<file path="config.mk">
export PLATFORM = sky130hd
export DESIGN_NAME = ignition_sequence_controller
export DESIGN_NICKNAME = d
export VERILOG_FILES = /design/src/ignition_pkg.sv /design/src/tick_timebase.sv /design/src/ignition_sequence_controller.sv
export SDC_FILE = /design/constraint.sdc
export NUM_CORES = 1
export LEC_CHECK = 0
export BUFFER_PORTS_ARGS = -buffer_cell sky130_fd_sc_hd__buf_2
export CORE_MARGIN = 1.5
export CORE_UTILIZATION = 25
export DETAILED_ROUTE_END_ITERATION = 8
export PLACE_DENSITY_LB_ADDON = 0.12
export SETUP_SLACK_MARGIN = 0.2
export SLEW_MARGIN = 20
export SYNTH_ARGS = -nofsm -noshare
export SYNTH_HDL_FRONTEND = slang
export SYNTH_SLANG_ARGS = --single-unit
</file>
<file path="constraint.sdc">
create_clock -name core_clk -period 5.5 [get_ports core_clk]
set_clock_uncertainty 0.15 [all_clocks]
set_input_delay 1.375 -clock core_clk [delete_from_list [all_inputs] [get_ports core_clk]]
set_output_delay 1.375 -clock core_clk [all_outputs]
set_load 0.02 [all_outputs]
</file>
<file path="src/ignition_pkg.sv">
// Purpose: shared constants and state encoding for the ignition sequencer
// Assumes: core clock at 200 MHz
// Notes: intervals are held in milliseconds and converted to tick counts
package ignition_pkg;

  // ==========================================================================
  // timebase
  // ==========================================================================
  localparam int unsigned CLK_HZ = 200_000_000;
  localparam int unsigned TICK_MS = 1;
  localparam int unsigned TICK_CYCLES = CLK_HZ / 1000 * TICK_MS;

  // ==========================================================================
  // intervals in milliseconds
  // ==========================================================================
  localparam int unsigned SELF_CHECK_MS = 2000;
  localparam int unsigned PRE_PURGE_MS = 15000;
  localparam int unsigned WARMUP_MS = 20000;
  localparam int unsigned TRIAL_MS = 6000;
  localparam int unsigned IGN_OFF_MS = 2000;
  localparam int unsigned PROVE_WIN_MS = 2000;
  localparam int unsigned POST_PURGE_MS = 30000;
  localparam int unsigned BURN_OFF_MS = 2000;

  // ==========================================================================
  // dim flame lamp duty: on one slot out of DIM_PERIOD
  // ==========================================================================
  localparam int unsigned DIM_PERIOD = 8;
  localparam logic [2:0] DIM_ON_SLOT = 3'h0;

  // ==========================================================================
  // sequence phases
  // ==========================================================================
  typedef enum logic [3:0] {
    ST_STANDBY = 4'h0,
    ST_SELF_CHECK = 4'h1,
    ST_AIR_WAIT = 4'h2,
    ST_PRE_PURGE = 4'h3,
    ST_WARMUP = 4'h4,
    ST_TRIAL = 4'h5,
    ST_RUN = 4'h6,
    ST_POST_PURGE = 4'h7
  } phase_e;

endpackage

</file>
<file path="src/tick_timebase.sv">
// Purpose: free running divider giving a one-cycle tick every DIV cycles
// Assumes: single clock, synchronous reset copy
// Notes: one tick source feeds every sequence interval
`timescale 1ns/1ps
module tick_timebase #(
  parameter int unsigned DIV = 200_000
) (
  input wire logic core_clk,
  input wire logic rst_n,
  output logic tick
);
  typedef struct packed {
    logic [31:0] cnt;
    logic tick;
  } tb_s;

  tb_s st_ff;
  tb_s nxt_st;

  initial begin
    if (DIV < 2) begin
      $error("tick_timebase: DIV must be at least 2");
    end
  end

  always_comb begin
    nxt_st = st_ff;
    nxt_st.tick = 1'b0;
    if (st_ff.cnt == 32'(DIV - 1)) begin
      nxt_st.cnt = 32'h0;
      nxt_st.tick = 1'b1;
    end else begin
      nxt_st.cnt = st_ff.cnt + 32'h1;
    end
  end

  always_ff @(posedge core_clk or negedge rst_n) begin
    if (!rst_n) begin
      st_ff <= '0;
    end else begin
      st_ff <= nxt_st;
    end
  end

  assign tick = st_ff.tick;
endmodule

</file>
<file path="src/ignition_sequence_controller.sv">
// Purpose: gas boiler light-off sequencer with five diagnostic lamps
// Assumes: thermostat, airflow switch and flame inputs are asynchronous pins
// Notes: fault, lockout and safety-switch handling live elsewhere
// Behaviour
// RULE1: idle standby lights power lamp only and waits for heat demand
// RULE2: heat demand energizes the circulator
// RULE3: two second self check, then draft inducer on
// RULE4: airflow switch closing lights purge lamp, starts 15 s pre-purge
// RULE5: after pre-purge, purge lamp off, igniter lamp and igniter on 20 s
// RULE6: after warm-up, gas valve and valve lamp on, 6 s trial begins
// RULE7: two seconds after valve opens, igniter and its lamp turn off
// RULE8: flame proving drives flame lamp dim
// RULE9: flame signal in last 2 s of trial proves flame, lamp fully lit
// RULE10: demand end drops valve and circulator, purge lamp on, 30 s post purge
// RULE11: flame lamp stays lit about 2 s into post purge
// RULE12: inducer stays on throughout post purge
// RULE13: post purge end drops inducer and returns to standby
// RULE14: all intervals from one tick counter; valve only in trial or run
`timescale 1ns/1ps
module ignition_sequence_controller
  import ignition_pkg::*;
#(
  parameter int unsigned TICK_DIV = ignition_pkg::TICK_CYCLES,
  parameter int unsigned SELF_CHECK_T = ignition_pkg::SELF_CHECK_MS / ignition_pkg::TICK_MS,
  parameter int unsigned PRE_PURGE_T = ignition_pkg::PRE_PURGE_MS / ignition_pkg::TICK_MS,
  parameter int unsigned WARMUP_T = ignition_pkg::WARMUP_MS / ignition_pkg::TICK_MS,
  parameter int unsigned TRIAL_T = ignition_pkg::TRIAL_MS / ignition_pkg::TICK_MS,
  parameter int unsigned IGN_OFF_T = ignition_pkg::IGN_OFF_MS / ignition_pkg::TICK_MS,
  parameter int unsigned PROVE_WIN_T = ignition_pkg::PROVE_WIN_MS / ignition_pkg::TICK_MS,
  parameter int unsigned POST_PURGE_T = ignition_pkg::POST_PURGE_MS / ignition_pkg::TICK_MS,
  parameter int unsigned BURN_OFF_T = ignition_pkg::BURN_OFF_MS / ignition_pkg::TICK_MS
) (
  input wire logic core_clk,
  input wire logic rst_n,
  input wire logic heat_demand,
  input wire logic airflow_ok,
  input wire logic flame_sense,
  output logic circulator_on,
  output logic inducer_on,
  output logic igniter_on,
  output logic gas_valve_on,
  output logic lamp_power,
  output logic lamp_purge,
  output logic lamp_igniter,
  output logic lamp_valve,
  output logic lamp_flame
);
  import ignition_pkg::*;

  // ==========================================================================
  // parameter checks
  // ==========================================================================
  initial begin
    if (TRIAL_T <= PROVE_WIN_T || TRIAL_T <= IGN_OFF_T || SELF_CHECK_T == 0 ||
        POST_PURGE_T <= BURN_OFF_T || PRE_PURGE_T == 0 || WARMUP_T == 0 ||
        POST_PURGE_T > 32'h0000ffff || WARMUP_T > 32'h0000ffff ||
        DIM_PERIOD != 2 ** $bits(DIM_ON_SLOT)) begin
      $error("ignition_sequence_controller: interval parameters out of range");
    end
  end

  // ==========================================================================
  // reset release and input synchronisers
  // ==========================================================================
  logic [1:0] rst_sync_ff;
  logic rst_core_n;

  always_ff @(posedge core_clk or negedge rst_n) begin
    if (!rst_n) begin
      rst_sync_ff <= 2'h0;
    end else begin
      rst_sync_ff <= {rst_sync_ff[0], 1'b1};
    end
  end
  assign rst_core_n = rst_sync_ff[1];

  logic tick;

  tick_timebase #(
    .DIV(TICK_DIV)
  ) u_tick (
    .core_clk(core_clk),
    .rst_n(rst_core_n),
    .tick(tick)
  );

  typedef struct packed {
    logic [2:0] s1;
    logic [2:0] s2;
    logic [2:0] s3;
    logic [2:0] clean;
    phase_e phase;
    logic [15:0] tcnt;
    logic [2:0] dim_cnt;
    logic proven;
    logic circ;
    logic ind;
    logic ign;
    logic valve;
    logic l_pwr;
    logic l_purge;
    logic l_ign;
    logic l_valve;
    logic l_flame;
  } seq_s;

  seq_s st_ff;
  seq_s nxt_st;

  // ==========================================================================
  // sequencer
  // ==========================================================================
  always_comb begin
    logic demand;
    logic air;
    logic flame;
    logic [15:0] elapsed;
    logic dim_on;
    demand = 1'b0;
    air = 1'b0;
    flame = 1'b0;
    elapsed = 16'h0;
    dim_on = 1'b0;
    nxt_st = st_ff;
    // first stage feeds only the second; change accepted once stages 2 and 3 agree
    nxt_st.s1 = {heat_demand, airflow_ok, flame_sense};
    nxt_st.s2 = st_ff.s1;
    nxt_st.s3 = st_ff.s2;
    for (int i = 0; i < 3; i++) begin
      if (st_ff.s2[i] == st_ff.s3[i]) begin
        nxt_st.clean[i] = st_ff.s3[i];
      end
    end
    demand = st_ff.clean[2];
    air = st_ff.clean[1];
    flame = st_ff.clean[0];
    nxt_st.dim_cnt = st_ff.dim_cnt + 3'h1;
    dim_on = (st_ff.dim_cnt == DIM_ON_SLOT);
    // single tick counter measures every interval
    if (tick) begin // RULE14
      nxt_st.tcnt = st_ff.tcnt + 16'h1;
    end
    elapsed = st_ff.tcnt;

    unique case (st_ff.phase)
      ST_STANDBY: begin
        nxt_st.tcnt = 16'h0;
        nxt_st.proven = 1'b0;
        if (demand) begin
          nxt_st.phase = ST_SELF_CHECK;
        end
      end
      ST_SELF_CHECK: begin
        if (!demand) begin
          nxt_st.phase = ST_STANDBY;
        end else if (elapsed >= 16'(SELF_CHECK_T)) begin // RULE3
          nxt_st.phase = ST_AIR_WAIT;
          nxt_st.tcnt = 16'h0;
        end
      end
      ST_AIR_WAIT: begin
        nxt_st.tcnt = 16'h0;
        if (!demand) begin
          nxt_st.phase = ST_POST_PURGE;
        end else if (air) begin // RULE4
          nxt_st.phase = ST_PRE_PURGE;
        end
      end
      ST_PRE_PURGE: begin
        if (!demand) begin
          nxt_st.phase = ST_POST_PURGE;
          nxt_st.tcnt = 16'h0;
        end else if (elapsed >= 16'(PRE_PURGE_T)) begin // RULE5
          nxt_st.phase = ST_WARMUP;
          nxt_st.tcnt = 16'h0;
        end
      end
      ST_WARMUP: begin
        if (!demand) begin
          nxt_st.phase = ST_POST_PURGE;
          nxt_st.tcnt = 16'h0;
        end else if (elapsed >= 16'(WARMUP_T)) begin // RULE6
          nxt_st.phase = ST_TRIAL;
          nxt_st.tcnt = 16'h0;
        end
      end
      ST_TRIAL: begin
        // flame only counts inside the closing proving window
        if (flame && elapsed >= 16'(TRIAL_T - PROVE_WIN_T)) begin // RULE9
          nxt_st.proven = 1'b1;
        end
        if (!demand) begin // RULE10
          nxt_st.phase = ST_POST_PURGE;
          nxt_st.tcnt = 16'h0;
        end else if (elapsed >= 16'(TRIAL_T)) begin
          // an unproven trial simply ends; retry and lockout are handled elsewhere
          nxt_st.phase = (st_ff.proven || nxt_st.proven) ? ST_RUN : ST_POST_PURGE;
          nxt_st.tcnt = 16'h0;
        end
      end
      ST_RUN: begin
        nxt_st.tcnt = 16'h0;
        if (!demand) begin // RULE10
          nxt_st.phase = ST_POST_PURGE;
        end
      end
      ST_POST_PURGE: begin
        if (elapsed >= 16'(POST_PURGE_T)) begin // RULE13
          nxt_st.phase = ST_STANDBY;
          nxt_st.tcnt = 16'h0;
        end
      end
      default: begin
        nxt_st.phase = ST_STANDBY;
      end
    endcase

    // ========================================================================
    // outputs decoded from the next phase so they leave flip-flops aligned
    // ========================================================================
    nxt_st.l_pwr = 1'b1; // RULE1
    nxt_st.circ = demand && nxt_st.phase != ST_STANDBY &&
                  nxt_st.phase != ST_POST_PURGE; // RULE2 RULE10
    nxt_st.ind = nxt_st.phase inside {ST_AIR_WAIT, ST_PRE_PURGE, ST_WARMUP,
                                      ST_TRIAL, ST_RUN, ST_POST_PURGE}; // RULE3 RULE12
    nxt_st.l_purge = nxt_st.phase inside {ST_PRE_PURGE, ST_POST_PURGE}; // RULE4 RULE10
    nxt_st.ign = nxt_st.phase == ST_WARMUP ||
                 (nxt_st.phase == ST_TRIAL && nxt_st.tcnt < 16'(IGN_OFF_T)); // RULE5 RULE7
    nxt_st.l_ign = nxt_st.ign; // RULE5 RULE7
    nxt_st.valve = nxt_st.phase inside {ST_TRIAL, ST_RUN}; // RULE6 RULE14
    nxt_st.l_valve = nxt_st.valve; // RULE6 RULE10
    // dim once the igniter drops out of the trial, full once proven
    if (nxt_st.phase == ST_RUN || (nxt_st.phase == ST_TRIAL && nxt_st.proven)) begin // RULE9
      nxt_st.l_flame = 1'b1;
    end else if (nxt_st.phase == ST_TRIAL && !nxt_st.ign) begin // RULE8
      nxt_st.l_flame = dim_on;
    end else if (nxt_st.phase == ST_POST_PURGE && st_ff.proven &&
                 nxt_st.tcnt < 16'(BURN_OFF_T)) begin // RULE11
      nxt_st.l_flame = 1'b1;
    end else begin
      nxt_st.l_flame = 1'b0;
    end
  end

  always_ff @(posedge core_clk or negedge rst_core_n) begin
    if (!rst_core_n) begin
      st_ff <= '0;
    end else begin
      st_ff <= nxt_st;
    end
  end

  assign circulator_on = st_ff.circ;
  assign inducer_on = st_ff.ind;
  assign igniter_on = st_ff.ign;
  assign gas_valve_on = st_ff.valve;
  assign lamp_power = st_ff.l_pwr;
  assign lamp_purge = st_ff.l_purge;
  assign lamp_igniter = st_ff.l_ign;
  assign lamp_valve = st_ff.l_valve;
  assign lamp_flame = st_ff.l_flame;
endmodule

</file>
**After elaboration in Yosys (flattened, before gate mapping)**

Cells that the tools add are included.

- Register bits after elaboration: 78
- Bits in latches: 0
- Bits in writable memories: 0
- ROM bits: 0
- Memories: 0

- Add/sub/neg operators: 3
- Multipliers: 0
- Div/mod/pow operators: 0
- Order comparisons: 7
- Eq/ne operators: 18
- Shifts and indexed selects: 0
- Multiplexer cells: 26
- Bitwise gates (word level): 0
- Reduce and logical (&&, ||, !) cells: 19

Operators with widths:

| cell | number |
|---|---|
| 20-bit 2-to-1 mux | 8 |
| 16-bit case mux with 6 select lines | 1 |
| 32-bit by 1-bit adder with 32-bit output (second input constant) | 1 |
| 32-bit by 18-bit == test with 1-bit output (second input constant) | 1 |
| 4-bit by 3-bit == test with 1-bit output (second input constant) | 8 |
| 16-bit by 15-bit >= comparator with 1-bit output (second input constant) | 2 |
| 16-bit 2-to-1 mux | 2 |
| 32-bit 2-to-1 mux | 1 |
| 4-bit case mux with 8 select lines | 1 |
| 4-bit 2-to-1 mux | 5 |
| 16-bit by 1-bit adder with 16-bit output (second input constant) | 1 |
| 4-bit by 2-bit == test with 1-bit output (second input constant) | 4 |
| 16-bit by 11-bit >= comparator with 1-bit output (second input constant) | 1 |
| 16-bit by 12-bit >= comparator with 1-bit output (second input constant) | 1 |
| 16-bit by 13-bit >= comparator with 1-bit output (second input constant) | 1 |
| 16-bit by 14-bit >= comparator with 1-bit output (second input constant) | 1 |
| 16-bit by 11-bit < comparator with 1-bit output (second input constant) | 1 |
| 1-bit logical AND | 8 |
| 1-bit 2-to-1 mux | 7 |
| 6-bit nonzero test | 1 |
| 4-bit by 1-bit == test with 1-bit output (second input constant) | 1 |
| 4-bit logical NOT | 1 |
| 4-bit by 3-bit != test with 1-bit output (second input constant) | 1 |
| 2-bit nonzero test | 2 |
| 8 further kinds | 12 |

**Logic depth before layout (Yosys ltp)**

Gate-level depths: netlist of run 1.

- Depth in word-level cells: 16
- Mapped depth: 9
- Gate-level depth less buffers: 8

**By module**

Synthesis of run 1 repeated with hierarchy kept, for this count alone.

- Cells, all modules: 390
- Area, all modules: 4027.6 um^2

By module, submodules not included:

| module | times used | cells each | area an instance (um^2) |
|---|---|---|---|
| ignition_sequence_controller | 1 | 245 | 2463.6 |
| tick_timebase | 1 | 145 | 1564.0 |

**Least setup slack after synthesis of run 1**

Ideal clock, no wire load.

- Kind: flip-flop to flip-flop
- Start point: register st_ff[32] (netlist bit)
- End point: register st_ff, in the netlist lamp_flame
- Setup time: 94 ps
- Arrival: 2279 ps
- Data required time: 5256 ps
- Path slack: 2977 ps
- Stages on the path, launching flop included: 10
- Cells stage by stage: dfrtp_1 buf_6 nand2b_4 or3_4 nor3_4 a2111oi_1 and3_1 buf_6 or4b_4 a221oi_2

RTL lines:

| what | RTL line | text |
|---|---|---|
| from (decl) | ignition_sequence_controller.sv:107 | `seq_s st_ff;` |
| from (signal assigned) | ignition_sequence_controller.sv:249 | `st_ff <= nxt_st;` |

==> results of run 1 <==
==> cells in the mapped netlist (2+ instances only) <==
| library cell | count |
|---|---|
| conb_1 | 2 |
| mux2i_1 | 2 |
| a21oi_1 | 8 |
| xnor2_1 | 25 |
| buf_4 | 2 |
| a21o_1 | 2 |
| and4_1 | 4 |
| nand4_1 | 7 |
| o21ai_0 | 10 |
| ha_1 | 5 |
| maj3_1 | 3 |
| nor4_2 | 2 |
| xor2_1 | 20 |
| buf_6 | 2 |
| o21ai_1 | 2 |
| nand2_1 | 31 |
| o32a_1 | 2 |
| o31ai_1 | 2 |
| nor4b_1 | 2 |
| nand2b_1 | 5 |
| a211oi_1 | 2 |
| inv_1 | 14 |
| dfrtp_1 | 78 |
| nor4_1 | 6 |
| nand3_1 | 24 |
| o2111ai_1 | 2 |
| a22oi_1 | 2 |
| and2_1 | 3 |
| buf_2 | 15 |
| nor3_1 | 9 |
| and3_1 | 10 |
| a31oi_1 | 4 |
| nor2_1 | 46 |
| clkbuf_1 | 3 |
| nor2b_1 | 2 |
==> cell type report <==
class                   count  area, um^2
clock buffers              11       232.7
well taps                 188       235.2
fillers                  1580       10720
inverters                  14       52.55
multi-input cells         268        1715
clock inverters             5       81.33
flip-flops and latches     78        1956
repair buffers             14       92.59
==> power breakdown <==
group / internal [mW] / total [mW] / switching, mW
Clock: 0.398 / 0.633 / 0.234
Sequential: 0.583 / 0.596 / 0.0129
Combinational: 0.0121 / 0.0349 / 0.0228
==> flip-flops by register name (all words and copies together), names as in the netlist <==
name,cells
lamp_power,1
lamp_purge,1
lamp_valve,1
st_ff,30
lamp_flame,1
nxt_st,6
circulator_on,1
rst_sync_ff,2
u_tick.tick,1
u_tick.st_ff,32
lamp_igniter,1
inducer_on,1
==> path summary, 6_finish.rpt <==
check                      depth (start not counted)      startpoint  slack [ns]        endpoint
setup / recovery                                   8       st_ff[13]        2.43      lamp_flame
hold / removal                                     0  rst_sync_ff[1]        0.13       st_ff[14]
hold reg to reg                                    0  rst_sync_ff[1]        0.13       st_ff[14]
max in group asynchronous                          1           rst_n        4.43  rst_sync_ff[1]
setup reg to reg                                   8       st_ff[13]        2.43      lamp_flame
min in group core_clk                              0      nxt_st[39]        0.20      nxt_st[36]
==> through the flow <==
stage	utilization	hold WS, ns	worst slack (ns)
after floorplan	-	0.1812	2.977
after global placement	0.2667	0.1841	2.393
after detailed placement	0.2667	0.1862	2.390
after CTS	0.2875	0.2003	2.371
after global routing	0.2893	0.1812	2.162
final	0.2893	0.1340	2.431
==> critical path, delay by kind of cell (launching register included) <==
kind                       cells  cell delay, ns
AOI/OAI and AO/OA              4            1.14
adders and majority gates      1            0.23
DFF                            1            0.50
and+or+nand+nor                3            0.95
==> cell families (layout without fill, tap and decap cells) <==
group / count (synthesis) / in the layout / synth area share
buf+inv: 36 / 44 / 0.04594
simple gates: 162 / 162 / 0.2226
mux: 2 / 2 / 0.005214
fa+ha+maj: 8 / 8 / 0.02411
compound gates: 48 / 48 / 0.08928
other cells: 2 / 3 / 0.001956
flops: 78 / 78 / 0.5083
xor+xnor: 45 / 45 / 0.1026
==> per-layer routing <==
metal	GRT usage	up-vias	routed length (um)
li1	-	1323	-
met3	0.04091	7	275
met2	0.1618	35	3573
met4	0.03008	0	65
met5	0	-	0
met1	0.1418	1313	3918
==> impl_metrics.toml, run 1 <==
[outcome]
status = "finished, final reports clean"

[clock_network]
cts-root-buf = "clkbuf_16"
clk_pin_slew_ns = 0.06
ctsResizeCount = 0
cts.path.max_buffers = 2
htreeDepth = 3
numCtsBuffers = 9
cts_setup_buffers = 0
clock-sinks = 78
insertion_delay_ns = 0.34
cts_tree = "done"
holdBufCountCts = 0

[worst_setup_path]
crit_required_ns = 5.60
worst_ep_arrival_time_ns = 3.17
slowest_delay_ns = 0.53
cp_cell_sequence = "ha_1 > nand4_2 > nor4_2 > nand3_1 > a2bb2oi_1 > a311oi_1 > o21ai_0 > a221oi_2"
path_class = "reg2reg"
cp-end-kind = "flop"
cp_max_fo = 8
start_kind = "flop"
cp_slowest_cell = "nor4_2"

[synth]
synth_top_area_share = 0.5083
ys_types = 58
syn_area_um2 = 3840
syn-mean-instance-area_um2 = 10.08
synth.area.top_cells = "dfrtp_1 51%, xnor2_1 5.7%, xor2_1 4.6%, nor2_1 4.5%, nand3_1 3.1%"
synth-main-ff-cell = "dfrtp_1"
ys_async_sr_fraction = 1.000
netlist_instances = 381
synth-seq-cells = 78
synth_warnings = 0
synth_edf_count = 0
ys_seq_area_frac = 0.5083
synth_area_leader_cell = "dfrtp_1"

[sta]
drv_slew = 0
max_freq_ghz = 0.3258
setup_tns_ns = 0
worst_pin_slew_ns = 0.7449
period_needed_ns = 3.069
slew_headroom = 0.5034
rsz0062_at_grt = "no"
setup_violations = 0
finalCritPeriodShare = 0.5580
finalHoldViolCount = 0

[die]
rows = 45
core_region_area_um2 = 15090
dieArea_um2 = 16110
die_x_um = 126.9
die_h_um = 126.9
pin_count = 14
start_util = 0.2545

[place]
dpl.hpwl_um = 5276
dp.cells = 561
portBuffers = 13
placed_area_um2 = 4024
gp_congestion = 0.7936

[detailed_routing]
ant_nets = 0
drc = 0
drt_first_pass_iters = 4
drtIter0Drc = 156
num_vias = 2678
wl_per_cell_um = 13.55
wl_um = 7834
viasPerCell = 4.633

[global_routing]
grt_overflow = 0
grt_max_degree = 77
antenna_found_initial = 0
gr-usage-all-layers = 0.1067
grt_pass1_wl_um = 13470
grt_pass1_vias = 2634

[pwr]
cellPowerDensity_nw_per_um2 = 289.5
power_mw = 1.264
power_leakage_nw = 1.918
peakVddDrop_mv = 0.1993

[cells_and_area]
final_common_cell = "dfrtp_1"
antenna_cells = 0
syn_to_final_growth_pct = 13.69
fin_nets = 395
fin_area_um2 = 4365
final_cells = 578
layout_common_cells = "77 x dfrtp_1, 46 x nor2_1, 31 x nand2_1"
final_layout_size_suffix_gt1_frac = 0.1000

[worst_hold_path]
hold_path.class = "reg2async"

[job]
maxCapViolCount = 0
No activity file was read; power rests on OpenSTA's default activity.
==> run 2: changes to the inputs <==
ABC_AREA = 1   (was unset)
clock period = 2.8 ns   (was 5.5 ns; I/O delays follow)
==> run 2 against run 1 <==
Compared with the run above:
- wire length increased by 19%
- sequential share of layout area decreased by 4.9 points
- clock power increased by 99%
- critical path depth increased by 6
==> impl_metrics.toml, run 2 <==
[cells_and_area]
antenna_cells = 0
largest-register = "u_tick.st_ff"
layout_common_cells = "97 x nand2_1, 88 x inv_1, 77 x dfrtp_1"
final_common_cell = "nand2_1"
largest_reg_flops = 32
final_util = 0.2953
fin_nets = 559
syn_to_final_growth_pct = 15.80
final_layout_size_suffix_gt1_frac = 0.1173

[sta]
finalCritPeriodShare = 0.7910
period_needed_ns = 2.215
rsz0062_at_grt = "no"
slew_headroom = 0.6492
worst_slack_ns = 0.5851
drv_slew = 0
setup_tns_ns = 0
finalHoldViolCount = 0
max_freq_ghz = 0.4515
setup_violations = 0
worst_pin_slew_ns = 0.5256

[place]
post-place-ws_ns = 0.6089
dpl.hpwl_um = 6834
portBuffers = 13
gp_congestion = 0.8372

[synth]
synth_area_leader_cell = "dfrtp_1"
synth_most_common_cell = "nand2_1"
synth_edf_count = 0
synth-seq-cells = 78
ys_async_sr_fraction = 1.000
ys_seq_area_frac = 0.4615
synth-main-ff-cell = "dfrtp_1"
syn-mean-instance-area_um2 = 8.040
ys_types = 34
ys_top_cells_by_count = "97 x nand2_1, 88 x inv_1, 78 x dfrtp_1"
netlist_instances = 526
synth_warnings = 0
synth.area.top_cells = "dfrtp_1 46%, nand2_1 8.6%, inv_1 7.8%, xor2_1 6.8%, nor2_1 6.5%"
syn_area_um2 = 4229
synth_top_area_share = 0.4615

[die]
rows = 47
die_x_um = 133.1
pin_count = 14
die_h_um = 133.1
start_util = 0.2550
core_region_area_um2 = 16580
dieArea_um2 = 17710

[clock_network]
insertion_delay_ns = 0.34
numCtsBuffers = 9
cts-root-buf = "clkbuf_16"
htreeDepth = 3
ctsResizeCount = 0
cts.path.max_buffers = 2
clock-sinks = 78
holdBufCountCts = 1
clk_pin_slew_ns = 0.06
cts_setup_buffers = 0
cts_tree = "done"

[worst_setup_path]
cp_cell_sequence = "inv_2 > nand2_1 > nor2_1 > nand2_1 > nand2_1 > nand2_1 > nand2_1 > nand2_1 > nor2_1 > nand2_1 > nand3_1 > nor2_1 > nor2_1 > nand3_1"
rr_worst_depth = 14
cp_max_fo = 7
cp-end-kind = "flop"
cpLargestDelayFamily = "simple AND/OR/NAND/NOR gates"
crit_buf_inv = 1
worst-path-stages = 14
slowest_delay_ns = 0.49
worst_ep_arrival_time_ns = 2.29
startpoint = "st_ff[24]"
start_kind = "flop"
critPathMostFrequentCell = "nand2_1"
crit_required_ns = 2.87
path_class = "reg2reg"
r2r_slack_ns = 0.59
crit-reg2reg-launch = "st_ff[24]"
cp_slowest_cell = "dfrtp_1"

[global_routing]
gr-usage-all-layers = 0.1172
grt_max_degree = 77
grt_overflow = 0
antenna_found_initial = 0
grt_pass1_vias = 3455
grt_pass1_wl_um = 16410

[pwr]
p_int_mw = 1.945
cellPowerDensity_nw_per_um2 = 509.1
power_frac_clock = 0.504
power_mw = 2.493
p_sw_mw = 0.5479
power_leakage_nw = 2.450
netSwitchingFraction = 0.2197
peakVddDrop_mv = 0.2543
combPwrFrac = 0.033
power_frac_seq = 0.464

[detailed_routing]
viasPerCell = 4.231
ant_nets = 0
num_vias = 3275
wl_per_cell_um = 12.04
drc = 0
drt_first_pass_iters = 4
drtIter0Drc = 173
wl_um = 9317

[worst_hold_path]
hold_path.class = "reg2async"

[outcome]
status = "finished, final reports clean"

[job]
maxCapViolCount = 0
run 2: area by class of cell:
class / instances / area [um^2]
Clock inverter: 6 / 86.33
Sequential cell: 78 / 1956
Tap cell: 220 / 275.3
Inverter: 91 / 341.6
Multi-Input combinational cell: 354 / 1914
Timing Repair Buffer: 15 / 95.09
Clock buffer: 10 / 229.0
Fill cell: 1820 / 11690
run 2: final timing paths:
path | endpoint
worst max-delay path | lamp_flame
worst min-delay path | st_ff[19]
worst max register to register | lamp_flame
worst min register to register | st_ff[19]
max in group asynchronous | rst_sync_ff[1]
min in group core_clk | nxt_st[38]
run 2: cells by family (layout without fill, tap and decap cells):
kind of cell	after synthesis	after routing	synth area share
and+or+nand+nor	275	275	0.3112
buffers and inverters	95	122	0.08669
DFF	78	78	0.4615
xor gates and xnor gates	38	38	0.07870
AOI/OAI and AO/OA	30	30	0.03817
adders and majority gates	8	8	0.02189
other	2	3	0.001776
run 2: metal layers:
layer  GRT usage  vias to the layer above  routed length, um
li1            -                     1677                  -
met1      0.1469                     1552               4429
met2      0.1959                       34               4450
met3     0.03333                       12                287
met4     0.03480                        0                149
met5           0                        -                  0
run 2: worst register-to-register path, cell delays in order (launching register included):
cell	delay [ns]
dfrtp_1	0.49
inv_2	0.14
nand2_1	0.08
nor2_1	0.11
nand2_1	0.05
nand2_1	0.05
nand2_1	0.05
nand2_1	0.12
nand2_1	0.12
nor2_1	0.16
nand2_1	0.17
nand3_1	0.18
nor2_1	0.05
nor2_1	0.09
nand3_1	0.09
run 2: power by group through the flow:
stage               logic [mW]  registers, mW  clock network [mW]
detailed placement      0.0831           1.18                   0
CTS                     0.0851           1.16                1.31
floorplan               0.0385           1.19                   0
global route            0.0959           1.16                1.35
global placement        0.0838           1.18                   0
finish                  0.0815           1.16                1.26
run 2: per-stage QoR:
stage / hold slack (ns) / instances / area (um^2)
finish: 0.1850 / 774 / 4897
global route: 0.2132 / 774 / 4897
CTS: 0.2007 / 774 / 4897
detailed placement: 0.1862 / 757 / 4572
global placement: 0.1815 / 757 / 4572
floorplan: 0.1812 / 527 / 4233
